`src/verilog/ndi_pkg.sv`:
```
// Constants shared by the DMA interrupt logic and its receive coalescer.
// Assumes a single 125 MHz clock and 32-bit APB register access.
package ndi_pkg;

    // ---------------------------------------------------------------
    // Register byte offsets
    // ---------------------------------------------------------------
    localparam logic [11:0] REG_IRQ_STATUS = 12'h000;
    localparam logic [11:0] REG_IRQ_ENABLE = 12'h004;
    localparam logic [11:0] REG_TX_STATUS = 12'h008;
    localparam logic [11:0] REG_TX_CONTROL = 12'h00C;
    localparam logic [11:0] REG_RX_IRQ_CONTROL = 12'h010;
    localparam logic [11:0] REG_COAL_WAIT = 12'h014;
    localparam logic [11:0] REG_COAL_COUNT = 12'h018;

    // ---------------------------------------------------------------
    // Interrupt cause bit positions
    // ---------------------------------------------------------------
    localparam int NUM_IRQ = 5;
    localparam int IRQ_FETCH_DONE = 0;
    localparam int IRQ_TX_SENT = 1;
    localparam int IRQ_RX_DELIVERY = 2;
    localparam int IRQ_RX_PRIORITY = 3;
    localparam int IRQ_RX_LIST_END = 4;

    // ---------------------------------------------------------------
    // Transmit status and control fields
    // ---------------------------------------------------------------
    localparam int TXS_UNDERRUN = 0;
    localparam int TXS_MAC_EN = 1;
    localparam int TXS_DMA_RUN = 2;
    localparam int TXS_TAG_LSB = 8;
    localparam int TAG_W = 8;
    localparam int TXC_MAC_EN = 0;
    localparam int TXC_DMA_RST = 1;
    localparam int TXC_FIFO_RST = 2;
    localparam int TXC_MAC_RST = 3;

    // ---------------------------------------------------------------
    // Receive interrupt control fields
    // ---------------------------------------------------------------
    localparam int PRIO_W = 3;
    localparam int RXC_PRIO_LSB = 0;
    localparam int RXC_COUNT_LSB = 8;
    localparam int CNT_W = 8;
    localparam int WAIT_W = 16;
    localparam int DESC_PTR_W = 40;

    // ---------------------------------------------------------------
    // Reset values
    // ---------------------------------------------------------------
    localparam logic [NUM_IRQ-1:0] RST_IRQ_ENABLE = 5'h00;
    localparam logic [PRIO_W-1:0] RST_PRIO_THRESH = 3'h7;
    localparam logic [CNT_W-1:0] RST_COAL_COUNT = 8'h01;
    localparam logic [WAIT_W-1:0] RST_COAL_WAIT = 16'h0000;

    // ---------------------------------------------------------------
    // Timing: coalescing wait is counted in microseconds
    // ---------------------------------------------------------------
    localparam int CLK_PERIOD_PS = 8000;
    localparam int WAIT_UNIT_PS = 1000000;
    localparam int TICK_CYCLES = (WAIT_UNIT_PS + CLK_PERIOD_PS - 1) / CLK_PERIOD_PS;
    localparam int TICK_W = 7;

endpackage

```
`src/verilog/ndi_coal_if.sv`:
```
// Carrier between the interrupt top and the receive coalescer.
// Assumes both ends share pclk; clock and reset travel as plain ports.
`timescale 1ns/100ps
`default_nettype none
interface ndi_coal_if;
    import ndi_pkg::*;
    logic ce;
    logic frame_evt;
    logic [CNT_W-1:0] target;
    logic [WAIT_W-1:0] wait_us;
    logic fire;
    logic [CNT_W-1:0] pend_count;

    modport top (
        output ce,
        output frame_evt,
        output target,
        output wait_us,
        input fire,
        input pend_count
    );
    modport coal (
        input ce,
        input frame_evt,
        input target,
        input wait_us,
        output fire,
        output pend_count
    );
endinterface
`default_nettype wire

```
`src/verilog/ndi_rx_coalesce.sv`:
```
// Receive delivery coalescer: counts frames, fires on count or timeout.
// Assumes frame_evt is a one-cycle pulse from logic on pclk.
`timescale 1ns/100ps
`default_nettype none
module ndi_rx_coalesce
    import ndi_pkg::*;
(
    // Clock and reset
    input wire logic pclk,
    input wire logic presetn,
    // Coalescer link
    ndi_coal_if.coal cif
);

    typedef enum logic [1:0] {
        NDI_CO_IDLE = 2'b01,
        NDI_CO_COLLECT = 2'b10
    } ndi_coal_e;

    ndi_coal_e state;
    ndi_coal_e next_state;
    logic [CNT_W-1:0] count;
    logic [CNT_W-1:0] next_count;
    logic [TICK_W-1:0] tick_cnt;
    logic [WAIT_W-1:0] us_cnt;
    logic fire;
    logic next_fire;

    // A target of zero behaves as one so frames are never held forever
    wire [CNT_W-1:0] eff_target = (cif.target == '0) ? 8'h01 : cif.target;
    wire [CNT_W-1:0] count_inc = count + 8'h01;
    wire tick = (tick_cnt == TICK_W'(TICK_CYCLES - 1));
    wire timed_out = (cif.wait_us != '0) && (us_cnt >= cif.wait_us);
    wire reach = cif.frame_evt && (count_inc >= eff_target);

    always_comb
    begin
        next_state = state;
        next_count = count;
        next_fire = 1'b0;
        case (state)
            NDI_CO_IDLE:
            begin
                if (reach)
                begin
                    next_fire = 1'b1;
                end
                else if (cif.frame_evt)
                begin
                    next_count = count_inc;
                    next_state = NDI_CO_COLLECT;
                end
            end
            NDI_CO_COLLECT:
            begin
                if (reach || timed_out)
                begin
                    next_fire = 1'b1;
                    next_count = '0;
                    next_state = NDI_CO_IDLE;
                end
                else if (cif.frame_evt)
                begin
                    next_count = count_inc;
                end
            end
            default:
            begin
                next_count = '0;
                next_state = NDI_CO_IDLE;
            end
        endcase
    end

    always_ff @(posedge pclk or negedge presetn)
    begin
        if (!presetn)
        begin
            state <= NDI_CO_IDLE;
            count <= '0;
            fire <= 1'b0;
        end
        else if (cif.ce)
        begin
            state <= next_state;
            count <= next_count;
            fire <= next_fire;
        end
    end

    // Wait timer restarts with the first frame of a new batch, which moves the coalescer into collect
    always_ff @(posedge pclk or negedge presetn)
    begin
        if (!presetn)
        begin
            tick_cnt <= '0;
            us_cnt <= '0;
        end
        else if (cif.ce)
        begin
            if (state != NDI_CO_COLLECT)
            begin
                tick_cnt <= '0;
                us_cnt <= '0;
            end
            else if (tick)
            begin
                tick_cnt <= '0;
                us_cnt <= us_cnt + 16'h0001;
            end
            else
            begin
                tick_cnt <= tick_cnt + 7'h01;
            end
        end
    end

    assign cif.fire = fire;
    assign cif.pend_count = count;

endmodule // ndi_rx_coalesce
`default_nettype wire

```
`src/verilog/nic_dma_interrupt_logic.sv`:
```
// Transmit and receive DMA interrupt logic with APB register access.
// Assumes DMA event inputs are one-cycle pulses from logic on pclk,
// and that the interrupt pin is open-drain, resolved outside.
`timescale 1ns/100ps
`default_nettype none

module nic_dma_interrupt_logic
    import ndi_pkg::*;
(
    // Clock, reset, clock enable
    input wire logic pclk,
    input wire logic presetn,
    input wire logic ce,
    // APB slave
    input wire logic psel,
    input wire logic penable,
    input wire logic pwrite,
    input wire logic [11:0] paddr,
    input wire logic [31:0] pwdata,
    output logic [31:0] prdata,
    output logic pready,
    output logic pslverr,
    // Transmit DMA and MAC events
    input wire logic tx_fetch_done_evt,
    input wire logic fetch_notify_bit,
    input wire logic tx_sent_evt,
    input wire logic send_notify_bit,
    input wire logic [TAG_W-1:0] tx_sent_tag,
    input wire logic tx_error_evt,
    input wire logic tx_underrun_evt,
    // Receive DMA events
    input wire logic rx_deliver_evt,
    input wire logic rx_deliver_prio_list,
    input wire logic rx_tag_valid,
    input wire logic [PRIO_W-1:0] rx_tag_priority,
    input wire logic rx_desc_valid,
    input wire logic [DESC_PTR_W-1:0] rx_next_desc_ptr,
    input wire logic rx_desc_done_bit,
    // Transmit function control
    output logic tx_mac_enable,
    output logic tx_dma_enable,
    output logic tx_dma_reset,
    output logic tx_fifo_reset,
    output logic tx_mac_reset,
    // Bus interrupt pin, open-drain
    output logic inta_out,
    output logic inta_oe_n
);

    // ---------------------------------------------------------------
    // APB decode
    // ---------------------------------------------------------------
    wire setup = psel && !penable;
    wire access = psel && penable && pready;
    wire wr = access && pwrite;
    // Full 12-bit match, so no register appears at an alias
    wire sel_status = (paddr == REG_IRQ_STATUS);
    wire sel_enable = (paddr == REG_IRQ_ENABLE);
    wire sel_txs = (paddr == REG_TX_STATUS);
    wire sel_txc = (paddr == REG_TX_CONTROL);
    wire sel_rxc = (paddr == REG_RX_IRQ_CONTROL);
    wire sel_wait = (paddr == REG_COAL_WAIT);
    wire sel_count = (paddr == REG_COAL_COUNT);
    wire mapped = sel_status || sel_enable || sel_txs || sel_txc
                  || sel_rxc || sel_wait || sel_count;
    wire wr_status = wr && sel_status;
    wire wr_enable = wr && sel_enable;
    wire wr_txc = wr && sel_txc;
    wire wr_rxc = wr && sel_rxc;
    wire wr_wait = wr && sel_wait;

    // ---------------------------------------------------------------
    // Register state
    // ---------------------------------------------------------------
    logic [NUM_IRQ-1:0] pending;
    logic [NUM_IRQ-1:0] irq_enable;
    logic underrun_flag;
    logic [TAG_W-1:0] last_sent_frame_tag;
    logic [PRIO_W-1:0] prio_thresh;
    logic [CNT_W-1:0] coal_target;
    logic [WAIT_W-1:0] coal_wait;
    logic [2:0] rst_owed;
    logic next_pready;

    ndi_coal_if cif();

    // ---------------------------------------------------------------
    // Event qualification
    // ---------------------------------------------------------------
    // An underrun is an error too: it reports and stops the MAC
    wire tx_err_any = tx_error_evt || tx_underrun_evt;
    // Fetch-done only for descriptors that ask for it
    wire ev_fetch = tx_fetch_done_evt && fetch_notify_bit;
    // Successful sends need the notify bit; errors always report
    wire ev_sent_ok = tx_sent_evt && send_notify_bit;
    wire ev_sent = ev_sent_ok || tx_err_any;
    wire ev_prio = rx_tag_valid && (rx_tag_priority >= prio_thresh);
    // Both list-end conditions report through one cause bit
    wire null_next = (rx_next_desc_ptr == 40'h00_0000_0000);
    wire ev_list_end = rx_desc_valid && (null_next || rx_desc_done_bit);
    // Priority lists report at once; nominal list goes to the coalescer
    wire ev_deliver_now = rx_deliver_evt && rx_deliver_prio_list;
    wire ev_deliver = ev_deliver_now || cif.fire;

    wire [NUM_IRQ-1:0] ev_set;
    assign ev_set[IRQ_FETCH_DONE] = ev_fetch;
    assign ev_set[IRQ_TX_SENT] = ev_sent;
    assign ev_set[IRQ_RX_DELIVERY] = ev_deliver;
    assign ev_set[IRQ_RX_PRIORITY] = ev_prio;
    assign ev_set[IRQ_RX_LIST_END] = ev_list_end;

    // ---------------------------------------------------------------
    // Coalescer hookup
    // ---------------------------------------------------------------
    // Only nominal-list frames are counted; the coalescer shares ce
    assign cif.ce = ce;
    assign cif.frame_evt = rx_deliver_evt && !rx_deliver_prio_list;
    assign cif.target = coal_target;
    assign cif.wait_us = coal_wait;

    ndi_rx_coalesce u_coal (
        .pclk(pclk),
        .presetn(presetn),
        .cif(cif)
    );

    // ---------------------------------------------------------------
    // Sticky interrupt causes
    // ---------------------------------------------------------------
    // A cause arriving during its own write-one-to-clear is kept
    genvar gi;
    generate
        for (gi = 0; gi < NUM_IRQ; gi++)
        begin : g_cause
            wire clr = wr_status && pwdata[gi];
            always_ff @(posedge pclk or negedge presetn)
            begin
                if (!presetn)
                    pending[gi] <= 1'b0;
                else if (ce)
                    pending[gi] <= ev_set[gi] || (pending[gi] && !clr);
            end
        end
    endgenerate

    // Enable masks only the pin; pending bits stay readable for polling
    wire irq_active = |(pending & irq_enable);

    // Pin is pulled low by enabling the zero driver
    always_ff @(posedge pclk or negedge presetn)
    begin
        if (!presetn)
        begin
            inta_out <= 1'b0;
            inta_oe_n <= 1'b1;
        end
        else if (ce)
        begin
            inta_out <= 1'b0;
            inta_oe_n <= !irq_active;
        end
    end

    // ---------------------------------------------------------------
    // Configuration registers
    // ---------------------------------------------------------------
    always_ff @(posedge pclk or negedge presetn)
    begin
        if (!presetn)
            irq_enable <= RST_IRQ_ENABLE;
        else if (ce && wr_enable)
            irq_enable <= pwdata[NUM_IRQ-1:0];
    end

    // Threshold and frame count share one word, so they move together
    always_ff @(posedge pclk or negedge presetn)
    begin
        if (!presetn)
        begin
            prio_thresh <= RST_PRIO_THRESH;
            coal_target <= RST_COAL_COUNT;
        end
        else if (ce && wr_rxc)
        begin
            prio_thresh <= pwdata[RXC_PRIO_LSB +: PRIO_W];
            coal_target <= pwdata[RXC_COUNT_LSB +: CNT_W];
        end
    end

    // A changed wait applies to the batch already being collected
    always_ff @(posedge pclk or negedge presetn)
    begin
        if (!presetn)
            coal_wait <= RST_COAL_WAIT;
        else if (ce && wr_wait)
            coal_wait <= pwdata[WAIT_W-1:0];
    end

    // ---------------------------------------------------------------
    // Transmit status and function control
    // ---------------------------------------------------------------
    // Tag follows successful sends only, so polling software can free
    // every descriptor up to it without interrupts
    always_ff @(posedge pclk or negedge presetn)
    begin
        if (!presetn)
            last_sent_frame_tag <= '0;
        else if (ce && tx_sent_evt && !tx_err_any)
            last_sent_frame_tag <= tx_sent_tag;
    end

    // Underrun flag is cleared by writing one; a new underrun wins
    wire clr_underrun = wr && sel_txs && pwdata[TXS_UNDERRUN];
    wire wr_mac_en = wr_txc && pwdata[TXC_MAC_EN];
    wire [2:0] rst_req = wr_txc ? pwdata[TXC_MAC_RST:TXC_DMA_RST] : 3'h0;
    wire [2:0] next_rst_owed = tx_underrun_evt ? 3'h7 : (rst_owed & ~rst_req);

    always_ff @(posedge pclk or negedge presetn)
    begin
        if (!presetn)
            underrun_flag <= 1'b0;
        else if (ce)
            underrun_flag <= tx_underrun_evt || (underrun_flag && !clr_underrun);
    end

    // An error in the same cycle as the enable write wins
    always_ff @(posedge pclk or negedge presetn)
    begin
        if (!presetn)
            tx_mac_enable <= 1'b0;
        else if (ce && tx_err_any)
            tx_mac_enable <= 1'b0;
        else if (ce && wr_mac_en)
            tx_mac_enable <= 1'b1;
    end

    // DMA resumes only once all three functions have been reset;
    // a partial reset leaves it stopped, so any order is accepted
    always_ff @(posedge pclk or negedge presetn)
    begin
        if (!presetn)
        begin
            tx_dma_enable <= 1'b1;
            rst_owed <= 3'h0;
        end
        else if (ce)
        begin
            rst_owed <= next_rst_owed;
            tx_dma_enable <= (next_rst_owed == 3'h0);
        end
    end

    // Reset pulses last one enabled cycle
    // They fire on every request, owed or not, so software may repeat them
    always_ff @(posedge pclk or negedge presetn)
    begin
        if (!presetn)
        begin
            tx_dma_reset <= 1'b0;
            tx_fifo_reset <= 1'b0;
            tx_mac_reset <= 1'b0;
        end
        else if (ce)
        begin
            tx_dma_reset <= rst_req[0];
            tx_fifo_reset <= rst_req[1];
            tx_mac_reset <= rst_req[2];
        end
    end

    // ---------------------------------------------------------------
    // Read mux
    // ---------------------------------------------------------------
    wire [31:0] rd_status = {27'h000_0000, pending};
    wire [31:0] rd_enable = {27'h000_0000, irq_enable};
    wire [31:0] rd_txs = {16'h0000, last_sent_frame_tag, 5'h00,
                          tx_dma_enable, tx_mac_enable, underrun_flag};
    // Control reads back the enable and whether resets are still owed
    wire [31:0] rd_txc = {29'h0000_0000, rst_owed != 3'h0, 1'b0, tx_mac_enable};
    wire [31:0] rd_rxc = {16'h0000, coal_target, 5'h00, prio_thresh};
    wire [31:0] rd_wait = {16'h0000, coal_wait};
    wire [31:0] rd_count = {24'h00_0000, cif.pend_count};
    // Unmapped reads return zero together with pslverr
    wire [31:0] rd_data = sel_status ? rd_status :
                          sel_enable ? rd_enable :
                          sel_txs ? rd_txs :
                          sel_txc ? rd_txc :
                          sel_rxc ? rd_rxc :
                          sel_wait ? rd_wait :
                          sel_count ? rd_count : 32'h0000_0000;

    // ---------------------------------------------------------------
    // APB response: one wait state, answer registered
    // ---------------------------------------------------------------
    assign next_pready = psel && penable && !pready;

    always_ff @(posedge pclk or negedge presetn)
    begin
        if (!presetn)
            pready <= 1'b0;
        else if (ce)
            pready <= next_pready;
    end

    // Data and error stand with pready only, then return to zero
    always_ff @(posedge pclk or negedge presetn)
    begin
        if (!presetn)
        begin
            pslverr <= 1'b0;
            prdata <= 32'h0000_0000;
        end
        else if (ce && next_pready)
        begin
            pslverr <= !mapped;
            prdata <= pwrite ? 32'h0000_0000 : rd_data;
        end
        else if (ce && (setup || access))
        begin
            pslverr <= 1'b0;
            prdata <= 32'h0000_0000;
        end
    end

endmodule // nic_dma_interrupt_logic
`default_nettype wire

```
`config.mk`:
```
export PLATFORM = sky130hd
export DESIGN_NAME = nic_dma_interrupt_logic
export DESIGN_NICKNAME = d
export VERILOG_FILES = /design/src/verilog/ndi_pkg.sv /design/src/verilog/ndi_coal_if.sv /design/src/verilog/ndi_rx_coalesce.sv /design/src/verilog/nic_dma_interrupt_logic.sv
export SDC_FILE = /design/constraint.sdc
export NUM_CORES = 1
export LEC_CHECK = 0
export BUFFER_PORTS_ARGS = -buffer_cell sky130_fd_sc_hd__buf_4
export CAP_MARGIN = 40
export CELL_PAD_IN_SITES_DETAIL_PLACEMENT = 0
export CELL_PAD_IN_SITES_GLOBAL_PLACEMENT = 1
export CORE_UTILIZATION = 30
export CTS_BUF_LIST = sky130_fd_sc_hd__clkbuf_16
export CTS_CLUSTER_DIAMETER = 150
export CTS_CLUSTER_SIZE = 12
export DETAILED_ROUTE_END_ITERATION = 10
export PLACE_DENSITY_LB_ADDON = 0.1
export SLEW_MARGIN = 20
export SYNTH_ARGS = -nofsm -noshare
export SYNTH_HDL_FRONTEND = slang
export SYNTH_SLANG_ARGS = --single-unit
```
`constraint.sdc`:
```
create_clock -name pclk -period 3.3 [get_ports pclk]
set_clock_uncertainty 0.15 [all_clocks]
set_input_delay 0.33 -clock pclk [delete_from_list [all_inputs] [get_ports pclk]]
set_output_delay 0.33 -clock pclk [all_outputs]
set_load 0.05 [all_outputs]
```
**Word-level counts from Yosys, hierarchy flattened**

Cells that the tools add are included.

- Mux-type cells: 32
- Add/subtract/negate cells: 3
- Equality and inequality tests: 13
- Bitwise logic cells: 3
- $lt $le $gt $ge: 3
- Reduce and logical (&&, ||, !) cells: 84

Operators with widths:

| operator | number |
|---|---|
| 2-to-1 mux 16 bit | 9 |
| 2-to-1 mux 32 bit | 2 |
| logical AND 1 bit | 41 |
| logical NOT 40 bit | 1 |
| 2-to-1 mux 8 bit | 5 |
| == test 12 x 5 -> 1 bit (second input constant) | 3 |
| == test 12 x 4 -> 1 bit (second input constant) | 2 |
| logical OR 1 bit | 18 |
| adder 16 x 1 -> 16 bit (second input constant) | 1 |
| >= comparator 16 bit | 1 |
| one-hot mux 8 bit (2 select lines) | 1 |
| nonzero test 16 bit | 1 |
| 2-to-1 mux 7 bit | 2 |
| == test 12 x 3 -> 1 bit (second input constant) | 1 |
| logical NOT 1 bit | 12 |
| logical NOT 12 bit | 1 |
| adder 8 x 1 -> 8 bit (second input constant) | 1 |
| >= comparator 8 bit | 1 |
| logical NOT 8 bit | 1 |
| adder 7 x 1 -> 7 bit (second input constant) | 1 |
| == test 7 bit (second input constant) | 1 |
| 2-to-1 mux 1 bit | 6 |
| 2-to-1 mux 2 bit | 3 |
| 2-to-1 mux 3 bit | 2 |
| other kinds (16) | 21 |

- Output and inout bits: 41
- Bits in registers: 123
- Bits of input ports: 112
- Word-level logic and storage cells: 164

**Logic depth before layout (Yosys ltp)**

- Depth in word-level cells: 10
- Mapped depth: 12
- Mapped depth without buffers: 11

**Modules after synthesis**

From an unflattened synthesis, not the netlist that was laid out.

- Cell total of the unflattened synthesis: 655
- Area total of the unflattened synthesis: 6,482.5 um^2

By module, submodules not included:

| module | cells each | area each (um^2) | instances |
|---|---|---|---|
| nic_dma_interrupt_logic | 357 | 3,898.7 | 1 |
| ndi_rx_coalesce | 298 | 2,583.7 | 1 |

**Worst setup path before layout**

OpenSTA, ideal clock, no wires.

- Path type: flip-flop to flip-flop
- From: register u_coal.count[0] (netlist: u_coal.cif.pend_count[0])
- To: register u_coal.count[0] (netlist: u_coal.cif.pend_count[0])
- Cell stages (with the launch flop): 12
- Required time: 3,025 ps
- Setup time: 125 ps
- Path buffers: 0
- Period minus slack after synthesis: 2,832 ps
- Data arrival time: 2,557 ps
- Slack: 468 ps
- Path through: dfrtp_1 and3_1 nand3_1 and2_1 or2_2 ha_1 nor3_1 o21ai_0 a41oi_1 nor2_1 a221o_1 mux2_2

- Word-level cells in the longest chain between the ends: 6

Ends and longest elaborated chain:

| item | line | source |
|---|---|---|
| from (decl) | ndi_rx_coalesce.sv:22 | `logic [CNT_W-1:0] count;` |
| from (signal assigned) | ndi_rx_coalesce.sv:86 | `count <= next_count;` |
| adder 8 x 1 -> 8 bit | ndi_rx_coalesce.sv:31 | `wire [CNT_W-1:0] count_inc = count + 8'h01;` |
| >= comparator 8 bit | ndi_rx_coalesce.sv:34 | `wire reach = cif.frame_evt && (count_inc >= eff_target);` |
| logical AND 1 bit | ndi_rx_coalesce.sv:34 |  |
| logical OR 1 bit | ndi_rx_coalesce.sv:56 | `if (reach \|\| timed_out)` |
| 2-to-1 mux 8 bit | ndi_rx_coalesce.sv:56 |  |
| one-hot mux 8 bit (2 select lines) | ndi_rx_coalesce.sv:41 | `case (state)` |

Several ways; a longest one is shown, not always the timed one. The select of a mux whose other input is x is not followed.
A chain may end at the register's enable or synchronous reset.

**Worst setup path in the final report**

Ends and elaborated chain as after synthesis.

==> out/qor.csv <==
metric,value,unit
status,completed,
gp_congestion,0.8082,
finalHoldViolations,0,
worstPathArrival,3170,ps
fin_tns_setup,0,ps
clock_path_buffers,2,
nNetsFinal,891,
finalSetupViolCount,0,
postCtsSetupRepairBufs,0,
gr-total-overflow,0,
die_area,0.02064,sq mm
path_max_fanout,7,
cts_tree,yes,
wl_per_cell,17.16,microns
num_vias,5065,
grt_pass1_vias,4988,
num_rows,51,
cts_buffers,9,
cts_root_buf,clkbuf_16,
syn_area,0.006022,sq mm
hold_end,prdata[0],
layout_worst_path_cycle_share,93.31,%
rsz0062_at_grt,no,
synthFlopType,dfrtp_1,
timing.final.max_slew_violations,0,
syn_inst,633,
pin_count,153,
power.density,399.5,mW/mm^2
ir_drop,0.2464,mV
reg2reg_depth,11,
core-area,0.01959,sq mm
routed_wl,17.43,mm
drc,0,
start_util,30.74,%
hold_path.class,input port to register,
relSlewSlack,51.15,%
antennaDiodeCount,0,
grt_antenna_before_repair,0,
rr_endpoint,u_coal.cif.pend_count[0],
grt_max_degree,58,
start_kind,register,
clk_latency,360,ps
multi_input_area,0.002985,sq mm
holdPathStages,2,
ys_seq_elements,107,
syn_to_final_growth,23.62,%
yosysSeqAreaShare,44.61,%
final_layout_size_suffix_gt1_share,24.77,%
cts-htree-levels,3,
max-cap-violations,0,
max_freq,324.8,MHz
synth-edff-count,0,
p_leak,3.505,nW
worstHoldStart,pwrite,
drt_pre_antenna_iters,5,
yosysUniqueCellTypes,66,
ant_nets,0,
tightest_slew,732.8,ps
criticalPathCategory,register to register,
r2r-start,u_coal.cif.pend_count[0],
grt_first_pass_wirelength,27.18,mm
die_y,143.7,microns
required,3390,ps
drt-initial-drc-count,265,
ff2ff_setup_slack,220,ps
grt_usage,17.39,%
port_buffers,119,
cp-end-kind,register,
whs,20.98,ps
dp_hpwl,13.50,mm
die_w,143.7,microns
fin_crit,3079,ps
nFillCells,2039,
cts_num_sinks,107,
vias_per_cell,4.985,
syn_area_per_cell,9.513,sq um
yosys_warnings,0,
clk_pin_slew,80,ps
ff_latch_area,0.002689,sq mm
postSynth.asyncResetShare,100.0,%
-- power by group --
group | total (mW) | switching (mW) | internal, mW | leakage, nW
registers | 1.41 | 0.0430 | 1.36 | 1.28
clock network | 1.07 | 0.541 | 0.528 | 0.142
logic | 0.498 | 0.305 | 0.193 | 2.08
total | 2.97 | 0.889 | 2.08 | 3.50
-- synth_stat cells, drive strengths merged, types with 13 or more instances --
| library cell | number | area share [%] |
|---|---|---|
| nor2 | 36 | 2.2 |
| a22o | 15 | 2.2 |
| nand4 | 14 | 1.7 |
| clkbuf | 13 | 0.83 |
| ha | 33 | 6.9 |
| inv | 46 | 2.9 |
| a21oi | 20 | 1.7 |
| o21ai | 65 | 5.5 |
| nand3 | 24 | 2.1 |
| dfrtp | 100 | 42 |
| buf | 29 | 3.3 |
| nor4 | 17 | 2.3 |
| nand2 | 72 | 4.5 |
| mux2 | 18 | 3.4 |
-- cells in the final DEF (no fill, tap or decap), types with 3 or more instances in the layout --
master	instances
clkbuf_16	9
nor2_1	35
a221oi_1	3
ha_1	33
a21o_1	4
or3_1	5
xnor2_1	7
dfrtp_1	98
and2_1	4
dfstp_2	7
and3_1	9
o211ai_1	4
xor2_1	10
a21oi_1	20
a22oi_1	10
a222oi_1	10
buf_4	126
nor2b_1	4
nand2_1	72
o211a_1	3
nor4_1	15
nand4_1	13
o21ai_0	63
nor3_1	8
a22o_1	15
a211oi_1	4
o2bb2ai_1	5
nand3_1	23
conb_1	17
inv_1	47
nand2b_1	3
mux2_2	18
-- sequential cells by signal, indices dropped and copies added (netlist names), 2 cells and up --
register / flops
irq_enable: 5
u_coal.tick_cnt: 7
cif.target: 8
u_coal.cif.pend_count: 8
u_coal.state: 2
u_coal.us_cnt: 16
rst_owed: 3
cif.wait_us: 16
prio_thresh: 3
prdata: 16
pending: 5
last_sent_frame_tag: 8
-- worst max-delay path by stage --
stage                             start                        to
3_5_place_dp   u_coal.cif.pend_count[0]  u_coal.cif.pend_count[0]
5_1_grt        u_coal.cif.pend_count[0]  u_coal.cif.pend_count[0]
4_1_cts        u_coal.cif.pend_count[0]  u_coal.cif.pend_count[0]
3_3_place_gp   u_coal.cif.pend_count[0]  u_coal.cif.pend_count[0]
2_1_floorplan  u_coal.cif.pend_count[0]  u_coal.cif.pend_count[0]
6_report       u_coal.cif.pend_count[0]  u_coal.cif.pend_count[0]
-- worst max-delay path, stage by stage, from the launching register on --
cell and delay, ps:
dfrtp_2 430, ha_1 250, nand3_1 140, nor2_1 150, xor2_1 230, ha_1 260, o21ai_0 140, inv_1 60
o21ai_0 260, nor2_2 130, a221o_2 480, mux2_2 280
-- layer usage --
| layer | wire, microns | vias up | global-route usage (%) |
|---|---|---|---|
| li1 | - | 2481 | - |
| met3 | 517 | 9 | 2.632 |
| met5 | 0 | - | 0 |
| met2 | 8357 | 95 | 27.62 |
| met1 | 8410 | 2480 | 24.71 |
| met4 | 150 | 0 | 4.031 |
-- kinds of logic after synthesis --
group,share of synthesized area [%]
and+or+nand+nor,17.66
AOI/OAI and AO/OA,17.81
buffers and inverters,7.002
other,0.06227
DFF,44.61
adders and majority gates,6.856
xor gates and xnor gates,2.472
muxes,3.532
-- final cells by class --
type                            instances  area share, %
Multi-Input combinational cell        454          40.10
Sequential cell                       107          36.12
Tap cell                              265          4.454
Inverter                               46          2.319
Clock buffer                            9          3.025
Clock inverter                          7         0.8739
Timing Repair Buffer                  128          13.11
-- through the flow --
step | std cells | cell area [sq um] | util, % | setup WS, ps | power, mW
after floorplan | 649 | 6082 | - | 468.4 | 1.722
after global placement | 999 | 7131 | 36.40 | 131.0 | 1.923
after detailed placement | 999 | 7131 | 36.40 | 100.5 | 1.933
after CTS | 1016 | 7431 | 37.93 | 90.66 | 3.018
after global routing | 1016 | 7445 | 38.00 | 66.12 | 3.115
final | 1016 | 7445 | 38.00 | 220.8 | 2.974
-- repair_timing --
| item | in CTS | in global routing |
|---|---|---|
| gates resized for setup | 0 | 5 |
| endpoints found under the hold margin | 49 | 0 |
| endpoints found under the setup margin | 0 | 7 |
| hold buffers | 1 | 0 |
(Power assumes the default switching activity.)
